File: config.mk
export PLATFORM = sky130hd
export DESIGN_NAME = dram_ctrl_end_flat
export DESIGN_NICKNAME = d
export VERILOG_FILES = /design/src/dram_timing_pkg.sv /design/src/dram_cmd_if.sv /design/src/dram_ctrl_end.sv /design/src/flat_wrapper.sv
export SDC_FILE = /design/constraint.sdc
export NUM_CORES = 1
export LEC_CHECK = 0
export BUFFER_PORTS_ARGS = -buffer_cell sky130_fd_sc_hd__buf_2
export CELL_PAD_IN_SITES_DETAIL_PLACEMENT = 0
export CELL_PAD_IN_SITES_GLOBAL_PLACEMENT = 2
export CORE_UTILIZATION = 35
export CTS_CLUSTER_SIZE = 30
export DETAILED_ROUTE_END_ITERATION = 8
export PLACE_DENSITY = 0.77
export SYNTH_ARGS = -nofsm -noshare
export SYNTH_HDL_FRONTEND = slang
export SYNTH_SLANG_ARGS = --single-unit
File: constraint.sdc
create_clock -name clk_i -period 3.1 [get_ports clk_i]
set_clock_uncertainty 0.05 [all_clocks]
set_input_delay 0.31 -clock clk_i [delete_from_list [all_inputs] [get_ports clk_i]]
set_output_delay 0.31 -clock clk_i [all_outputs]
set_load 0.02 [all_outputs]
File: src/dram_timing_pkg.sv
// Shared constants for the command-timing controller and device ends.
// Assumes a single 10 MHz clock shared by both ends; all counts in clock edges.
package dram_timing_pkg;

  // ----------------------------------------
  // Clock and conversion
  // ----------------------------------------
  localparam int CLK_PERIOD_PS = 100000;

  // Ceiling division used for ns/ps parameters converted to edges
  function automatic int cycles_up(input int time_ps);
    int c;
    c = (time_ps + CLK_PERIOD_PS - 1) / CLK_PERIOD_PS;
    return (c < 1) ? 1 : c;
  endfunction

  // ----------------------------------------
  // Timing figures
  // ----------------------------------------
  localparam int MODE_SET_SPACING = 4;
  localparam int PRECHARGE_PERIOD_PS = 13500;
  localparam int PRECHARGE_CYC = cycles_up(PRECHARGE_PERIOD_PS);
  localparam int WRITE_RECOVERY_TIME_PS = 15000;
  localparam int WRITE_RECOVERY_CYC = cycles_up(WRITE_RECOVERY_TIME_PS);
  localparam int WRITE_LATENCY_CYCLES = 5;
  localparam int WR_START_FULL = 4;
  localparam int WR_START_CHOP = 2;
  localparam int REFRESH_TO_POWERDOWN_GAP = 1;
  localparam int POWERDOWN_EXIT_LOOP_DELAY_PS = 24000;
  localparam int POWERDOWN_EXIT_LOOP_CYC = cycles_up(POWERDOWN_EXIT_LOOP_DELAY_PS);
  localparam int TERMINATION_HOLD_SHORT = 4;
  localparam int TERMINATION_HOLD_LONG = 6;
  localparam int IMPEDANCE_SHORT_CAL_CYC = 64;
  localparam int REFRESH_INTERVAL_PS = 7800000;
  localparam int REFRESH_INTERVAL_CYC = REFRESH_INTERVAL_PS / CLK_PERIOD_PS;
  localparam int POSTED_REFRESH_MAX = 8;
  localparam int READOUT_TO_MODE_SET = 1;
  localparam int ACTIVE_TO_ACTIVE = 2;
  localparam int BUSY_CNT_W = 8;

  // ----------------------------------------
  // Commands
  // ----------------------------------------
  typedef enum logic [3:0] {
    CMD_NOP      = 4'h0,
    CMD_MODE_SET = 4'h1,
    CMD_REFRESH  = 4'h2,
    CMD_PRECHARGE = 4'h3,
    CMD_ACTIVATE = 4'h4,
    CMD_WRITE    = 4'h5,
    CMD_READ     = 4'h6,
    CMD_READ_AP  = 4'h7,
    CMD_ZQ_SHORT = 4'h8,
    CMD_READOUT  = 4'h9
  } dram_cmd_e;

  // Burst kind of a write: fixed chop by mode register or eight/on-the-fly chop
  typedef enum logic [1:0] {
    BURST_EIGHT    = 2'h0,
    BURST_CHOP_OTF = 2'h1,
    BURST_CHOP_FIX = 2'h2
  } burst_e;

endpackage

File: src/dram_cmd_if.sv
// Command link between memory controller and device model logic.
// Assumes both ends share clk and reset supplied by the testbench.
`timescale 1ns/1ns
`default_nettype none
interface dram_cmd_if
  import dram_timing_pkg::*;
(
  input wire logic clk_i
);
  dram_cmd_e cmd;
  burst_e burst;
  logic termination_control;
  logic clock_enable;
  logic loop_locked;
  logic wr_start;
  logic cal_busy;
  logic timing_fault;

  modport ctrl (
    input clk_i,
    output cmd,
    output burst,
    output termination_control,
    output clock_enable,
    input loop_locked,
    input cal_busy,
    input timing_fault
  );

  modport dev (
    input clk_i,
    input cmd,
    input burst,
    input termination_control,
    input clock_enable,
    output loop_locked,
    output wr_start,
    output cal_busy,
    output timing_fault
  );
endinterface
`default_nettype wire

File: src/dram_ctrl_end.sv
// Controller end: issues requested commands only when the spacing counters that apply to each command expire.
// Assumes the user holds a request until it is accepted.
`timescale 1ns/1ns
`default_nettype none
module dram_ctrl_end
#(
  parameter int REFRESH_CYC = dram_timing_pkg::REFRESH_INTERVAL_CYC
)
(
  input wire logic clk_i,
  input wire logic reset_i,
  dram_cmd_if.ctrl link,
  input wire dram_timing_pkg::dram_cmd_e req_cmd_i,
  input wire dram_timing_pkg::burst_e req_burst_i,
  input wire logic req_valid_i,
  input wire logic req_term_i,
  input wire logic req_powerdown_i,
  output logic req_ready_o,
  output logic refresh_forced_o,
  output logic [3:0] refresh_debt_o,
  output logic reinit_needed_o
);
  import dram_timing_pkg::*;

  typedef enum logic [1:0] {
    ST_RUN = 2'b00,
    ST_REFRESH = 2'b01,
    ST_REINIT = 2'b10
  } ctrl_state_e;

  ctrl_state_e state_q;
  dram_cmd_e cmd_q;
  burst_e burst_q;
  logic term_q;
  logic cke_q;
  logic [BUSY_CNT_W-1:0] ms_gap_q;
  logic [BUSY_CNT_W-1:0] row_gap_q;
  logic [BUSY_CNT_W-1:0] pd_gap_q;
  logic [BUSY_CNT_W-1:0] cal_gap_q;
  logic [BUSY_CNT_W-1:0] term_hold_q;
  logic [15:0] ref_tmr_q;
  logic [3:0] debt_q;
  logic allowed;
  logic issue;

  function automatic logic [BUSY_CNT_W-1:0] dec(input logic [BUSY_CNT_W-1:0] v);
    return (v == '0) ? v : v - 1'b1;
  endfunction

  // ----------------------------------------
  // Command legality
  // ----------------------------------------
  always_comb
  begin
    allowed = cke_q && cal_gap_q == '0;
    case (req_cmd_i)
      CMD_MODE_SET: allowed = allowed && ms_gap_q == '0;
      CMD_ACTIVATE, CMD_REFRESH: allowed = allowed && row_gap_q == '0;
      CMD_READ, CMD_READ_AP: allowed = allowed && link.loop_locked;
      default: allowed = allowed;
    endcase
    if (req_term_i && !link.loop_locked)
      allowed = 1'b0;
    if (term_q && !req_term_i && term_hold_q != '0)
      allowed = 1'b0;
    if (state_q != ST_RUN)
      allowed = 1'b0;
  end
  assign req_ready_o = allowed;
  assign issue = req_valid_i && allowed;

  // ----------------------------------------
  // Command register
  // ----------------------------------------
  always_ff @(posedge clk_i)
  begin
    if (reset_i)
    begin
      cmd_q <= CMD_NOP;
      burst_q <= BURST_EIGHT;
      term_q <= 1'b0;
    end
    else if (state_q == ST_REFRESH && row_gap_q == '0 && cal_gap_q == '0 && cke_q)
    begin
      cmd_q <= CMD_REFRESH;
      burst_q <= BURST_EIGHT;
    end
    else if (issue)
    begin
      cmd_q <= req_cmd_i;
      burst_q <= req_burst_i;
      term_q <= req_term_i;
    end
    else
      cmd_q <= CMD_NOP;
  end

  // ----------------------------------------
  // Spacing counters, in edges
  // ----------------------------------------
  always_ff @(posedge clk_i)
  begin
    if (reset_i)
    begin
      ms_gap_q <= '0;
      row_gap_q <= '0;
      cal_gap_q <= '0;
    end
    else
    begin
      ms_gap_q <= (cmd_q == CMD_MODE_SET) ? BUSY_CNT_W'(MODE_SET_SPACING - 2) :
        (cmd_q == CMD_READOUT) ? BUSY_CNT_W'(READOUT_TO_MODE_SET) : dec(ms_gap_q);
      // Periods of two edges or less are already met by the command register
      row_gap_q <= (cmd_q == CMD_PRECHARGE) ? ((PRECHARGE_CYC > 2) ? BUSY_CNT_W'(PRECHARGE_CYC - 2) : '0) :
        (cmd_q == CMD_ACTIVATE) ? BUSY_CNT_W'(ACTIVE_TO_ACTIVE) : dec(row_gap_q);
      cal_gap_q <= (cmd_q == CMD_ZQ_SHORT) ? BUSY_CNT_W'(IMPEDANCE_SHORT_CAL_CYC - 2) : dec(cal_gap_q);
    end
  end

  // ----------------------------------------
  // Termination hold
  // ----------------------------------------
  always_ff @(posedge clk_i)
  begin
    if (reset_i)
      term_hold_q <= '0;
    else if (issue && req_term_i && !term_q)
      term_hold_q <= (req_cmd_i == CMD_WRITE && req_burst_i == BURST_EIGHT) ?
        BUSY_CNT_W'(TERMINATION_HOLD_LONG - 1) :
        BUSY_CNT_W'(TERMINATION_HOLD_SHORT - 1);
    else if (issue && req_term_i && req_cmd_i == CMD_WRITE && req_burst_i == BURST_EIGHT)
      term_hold_q <= BUSY_CNT_W'(TERMINATION_HOLD_LONG - 1);
    else
      term_hold_q <= dec(term_hold_q);
  end

  // ----------------------------------------
  // Power-down entry
  // ----------------------------------------
  always_ff @(posedge clk_i)
  begin
    if (reset_i)
      pd_gap_q <= '0;
    else if (cmd_q == CMD_WRITE)
      pd_gap_q <= (burst_q == BURST_CHOP_FIX) ?
        BUSY_CNT_W'(WRITE_LATENCY_CYCLES + WR_START_CHOP + WRITE_RECOVERY_CYC) :
        BUSY_CNT_W'(WRITE_LATENCY_CYCLES + WR_START_FULL + WRITE_RECOVERY_CYC);
    else if (cmd_q == CMD_REFRESH)
      pd_gap_q <= BUSY_CNT_W'(REFRESH_TO_POWERDOWN_GAP + POWERDOWN_EXIT_LOOP_CYC);
    else
      pd_gap_q <= dec(pd_gap_q);
  end

  always_ff @(posedge clk_i)
  begin
    if (reset_i)
      cke_q <= 1'b1;
    // The gap counter loads one edge late, so the command on the link blocks too
    else if (req_powerdown_i && pd_gap_q == '0 && state_q == ST_RUN && !issue &&
      cmd_q != CMD_WRITE && cmd_q != CMD_REFRESH)
      cke_q <= 1'b0;
    else if (!req_powerdown_i || state_q == ST_REFRESH)
      cke_q <= 1'b1;
  end

  // ----------------------------------------
  // Refresh debt
  // ----------------------------------------
  always_ff @(posedge clk_i)
  begin
    if (reset_i)
    begin
      ref_tmr_q <= '0;
      debt_q <= '0;
    end
    else
    begin
      ref_tmr_q <= (ref_tmr_q == 16'(REFRESH_CYC - 1)) ? '0 : ref_tmr_q + 1'b1;
      if (ref_tmr_q == 16'(REFRESH_CYC - 1) && cmd_q != CMD_REFRESH)
        debt_q <= (debt_q == 4'(POSTED_REFRESH_MAX)) ? debt_q : debt_q + 1'b1;
      else if (ref_tmr_q != 16'(REFRESH_CYC - 1) && cmd_q == CMD_REFRESH && debt_q != '0)
        debt_q <= debt_q - 1'b1;
    end
  end

  // ----------------------------------------
  // Sequencer
  // ----------------------------------------
  always_ff @(posedge clk_i)
  begin
    if (reset_i)
      state_q <= ST_RUN;
    else
      case (state_q)
        ST_RUN:
          if (link.timing_fault)
            state_q <= ST_REINIT;
          else if (debt_q == 4'(POSTED_REFRESH_MAX))
            state_q <= ST_REFRESH;
        ST_REFRESH:
          if (cmd_q == CMD_REFRESH && debt_q <= 4'(1))
            state_q <= ST_RUN;
        ST_REINIT:
          state_q <= ST_REINIT;
        default:
          state_q <= ST_RUN;
      endcase
  end

  assign refresh_forced_o = (state_q == ST_REFRESH);
  assign refresh_debt_o = debt_q;
  assign reinit_needed_o = (state_q == ST_REINIT);
  assign link.cmd = cmd_q;
  assign link.burst = burst_q;
  assign link.termination_control = term_q;
  assign link.clock_enable = cke_q;
endmodule // dram_ctrl_end
`default_nettype wire

File: src/flat_wrapper.sv
// flat-port wrapper written by rule: the top's interface ports become plain ports
module dram_ctrl_end_flat import dram_timing_pkg::*;
#(
  parameter int REFRESH_CYC = dram_timing_pkg::REFRESH_INTERVAL_CYC
)
  (clk_i, reset_i, req_cmd_i, req_burst_i, req_valid_i, req_term_i, req_powerdown_i, req_ready_o, refresh_forced_o, refresh_debt_o, reinit_needed_o, link_cmd, link_burst, link_termination_control, link_clock_enable, link_loop_locked, link_cal_busy, link_timing_fault);
  dram_cmd_if link_i (.clk_i(clk_i));
  input wire logic clk_i;
  input wire logic reset_i;
  input wire dram_timing_pkg::dram_cmd_e req_cmd_i;
  input wire dram_timing_pkg::burst_e req_burst_i;
  input wire logic req_valid_i;
  input wire logic req_term_i;
  input wire logic req_powerdown_i;
  output logic req_ready_o;
  output logic refresh_forced_o;
  output logic [3:0] refresh_debt_o;
  output logic reinit_needed_o;
  output wire logic [$bits(link_i.cmd)-1:0] link_cmd;
  output wire logic [$bits(link_i.burst)-1:0] link_burst;
  output wire logic [$bits(link_i.termination_control)-1:0] link_termination_control;
  output wire logic [$bits(link_i.clock_enable)-1:0] link_clock_enable;
  input wire logic [$bits(link_i.loop_locked)-1:0] link_loop_locked;
  input wire logic [$bits(link_i.cal_busy)-1:0] link_cal_busy;
  input wire logic [$bits(link_i.timing_fault)-1:0] link_timing_fault;
  assign link_cmd = link_i.cmd;
  assign link_burst = link_i.burst;
  assign link_termination_control = link_i.termination_control;
  assign link_clock_enable = link_i.clock_enable;
  assign link_i.loop_locked = link_loop_locked;
  assign link_i.cal_busy = link_cal_busy;
  assign link_i.timing_fault = link_timing_fault;
  dram_ctrl_end #(.REFRESH_CYC(REFRESH_CYC)) u_core (.clk_i(clk_i), .reset_i(reset_i), .link(link_i), .req_cmd_i(req_cmd_i), .req_burst_i(req_burst_i), .req_valid_i(req_valid_i), .req_term_i(req_term_i), .req_powerdown_i(req_powerdown_i), .req_ready_o(req_ready_o), .refresh_forced_o(refresh_forced_o), .refresh_debt_o(refresh_debt_o), .reinit_needed_o(reinit_needed_o));
endmodule
==> results.py <==
metrics = {
    "synthesis": {
        "ys.flop_type": "dfxtp_1",
        "synth_edf_count": 0,
        "synth_area_mm2": 0.00356,
        "synthArstFlopShare": 0,
        "synth_common_cells": "dfxtp_1 (70), nor2_1 (70), a21oi_1 (27)",
        "ys_seq_area_frac": 0.394,
        "syn_avg_cell_area_um2": 8.52,
        "synth_fp_nets": 446,
        "yosysWarnings": 0,
        "ys_types": 57,
        "synth_top_area_share": 0.394,
        "synth_area_leaders": "dfxtp_1 (39%), nor2_1 (7.4%), xnor2_1 (6.1%), ha_1 (4.9%), xor2_1 (3.9%)",
        "netlist_instances": 418,
        "synth_area_leader_cell": "dfxtp_1",
        "synth-seq-cells": 70,
    },
    "final_layout": {
        "syn_to_final_growth_pct": 14.4,
        "final_core_util": 0.415,
        "nNetsFinal": 477,
        "diodes": 0,
        "drive_gt1_frac": 0.134,
    },
    "timing": {
        "worst_hold_slack_ns": 0.177,
        "hold_viol_final": 0,
        "relSlewSlack": 0.572,
        "finalCritPeriodShare": 0.900,
        "rsz0062_at_grt": "no",
        "tightest_slew_ns": 0.642,
        "maxSlewViolCount": 0,
        "max_freq_mhz": 358,
        "setup_viol": 0,
        "min_period_ns": 2.79,
        "finalSetupTns_ns": 0,
    },
    "clock_network": {
        "cts.sinks": 70,
        "cts_htree_levels": 3,
        "cts_root_buf": "clkbuf_8",
        "cts_max_path_buffers": 2,
        "clkTransAtPathRegs_ns": 0.08,
        "cts_tree": "done",
        "cts_made_buffers": 9,
        "clk_latency_ns": 0.35,
        "cts_setup_buffers": 0,
        "ctsHoldBuffers": 0,
        "ctsResizeCount": 0,
    },
    "die": {
        "row_count": 36,
        "die_h_um": 103,
        "dieArea_mm2": 0.0106,
        "die_w_um": 103,
        "boundaryPins": 29,
        "initial_core_util": 0.363,
        "core_mm2": 0.00982,
    },
    "pwr": {
        "ir_drop_mv": 0.257,
        "cellPowerDensity_mw_per_mm2": 907,
        "p_leak_nw": 1.58,
    },
    "global_routing": {
        "top_usage_layer": "met2",
        "grtUsageTotal": 0.157,
        "grt_max_degree": 21,
        "grtUsageMet2": 0.256,
        "met3_usage": 0.0407,
        "antenna_found_initial": 0,
        "gr-usage-met1": 0.200,
        "grt_pass1_wl_um": 12700,
        "grt_overflow": 0,
        "grt_pass1_vias": 2692,
    },
    "setup_path": {
        "path_cells": "or4_1 -> o41ai_2 -> o21ai_0 -> nor3_1 -> buf_2",
        "path_buf_inv": 1,
        "slowest_delay_ns": 0.62,
        "critPathArrivalTime_ns": 2.43,
        "required_ns": 2.74,
        "crit_slowest_cell": "or4_1",
        "startpoint_type": "register",
        "endpoint_kind": "primary output",
        "worst-path-max-fanout": 4,
        "path_delay_family": "simple AND/OR/NAND/NOR gates",
        "critPathKind": "reg2out",
    },
    "detailed_routing": {
        "dr.pass1.iters": 4,
        "postRouteAntennaNets": 0,
        "routedWlPerCell_um": 13.1,
        "vias": 2956,
        "vias_per_cell": 5.04,
        "drc": 0,
        "drt_wl_total_um": 7720,
        "drtIter0Drc": 87,
    },
    "run_status": {
        "status": "complete, no violations",
    },
    "run": {
        "drv_cap": 0,
    },
    "place": {
        "place_congestion": 0.754,
        "port_buffers": 27,
        "place_hpwl_um": 5770,
    },
    "hold_path": {
        "min_path_type": "in2reg",
    },
}
state kept, by name, indices dropped and copies added (netlist names):
register	cells
u_core.refresh_debt_o	4
u_core.link.burst	2
u_core.link.termination_control	1
u_core.pd_gap_q	8
u_core.term_hold_q	8
u_core.cal_gap_q	8
u_core.link.cmd	4
u_core.row_gap_q	8
u_core.state_q	2
u_core.ms_gap_q	8
u_core.link.clock_enable	1
u_core.ref_tmr_q	16
power by group:
part / internal (mW) / switching (mW) / total (mW)
clock: 0.472 / 0.354 / 0.826
sequential: 1.12 / 0.214 / 1.34
combinational: 0.745 / 0.785 / 1.53
cell type report:
class | count | area (um^2)
clock buffer | 10 | 138
sequential | 70 | 1400
clock inverter | 6 | 85.1
inverter | 21 | 78.8
tap | 133 | 166
timing repair buffer | 31 | 165
multi-input combinational | 316 | 2040
fill | 1044 | 5750
cells in the final DEF (no fill, tap or decap), drive strengths merged, types with 4 or more instances in the layout:
master / instances
nor2: 70
xnor2: 25
nor4: 8
nor4b: 6
nor3b: 8
o21ai: 7
a21oi: 27
mux2: 4
clkbuf: 10
nand3: 11
nand4: 5
buf: 31
xor2: 16
and3: 6
nand2: 25
or3: 7
ha: 14
or4: 6
nor3: 21
nor2b: 4
nand3b: 4
dfxtp: 70
nand2b: 7
inv: 21
metal layers:
metal	vias to the layer above	part of all wire
li1	1518	-
met1	1391	0.49
met2	37	0.45
met3	10	0.039
met4	0	0.014
met5	-	0
kinds of logic after synthesis:
family          Yosys count  share of synthesized area
xor+xnor                 41                      0.101
simple gates            204                      0.312
mux                       7                     0.0211
buf+inv                  32                     0.0337
flops                    70                      0.394
compound gates           50                     0.0893
fa+ha+maj                14                     0.0492
stage by stage:
| stage | worst slack (ns) | cell area, um^2 | cells | total power, mW |
|---|---|---|---|---|
| floorplan | 0.706 | 3560 | 418 | 2.59 |
| global route | 0.208 | 4070 | 587 | 4.01 |
| CTS | 0.324 | 4070 | 587 | 3.75 |
| global placement | 0.520 | 3850 | 571 | 2.89 |
| finish | 0.309 | 4070 | 587 | 3.69 |
| detailed placement | 0.524 | 3850 | 571 | 2.90 |
final timing paths:
kind                         from                     to  slack (ns)  depth (start not counted)
max            u_core.ms_gap_q[2]            req_ready_o        0.31                          5
min                req_burst_i[0]   u_core.link.burst[0]        0.18                          3
max reg2reg    u_core.ms_gap_q[2]  u_core.term_hold_q[1]        0.48                          6
min reg2reg  u_core.link.burst[0]   u_core.link.burst[0]        0.43                          2
tightest hold or removal path, stage by stage:
cell and delay, ns:
buf_2 0.12, nand2_1 0.05, a21oi_1 0.05
No activity file was read; power rests on OpenSTA's default activity.
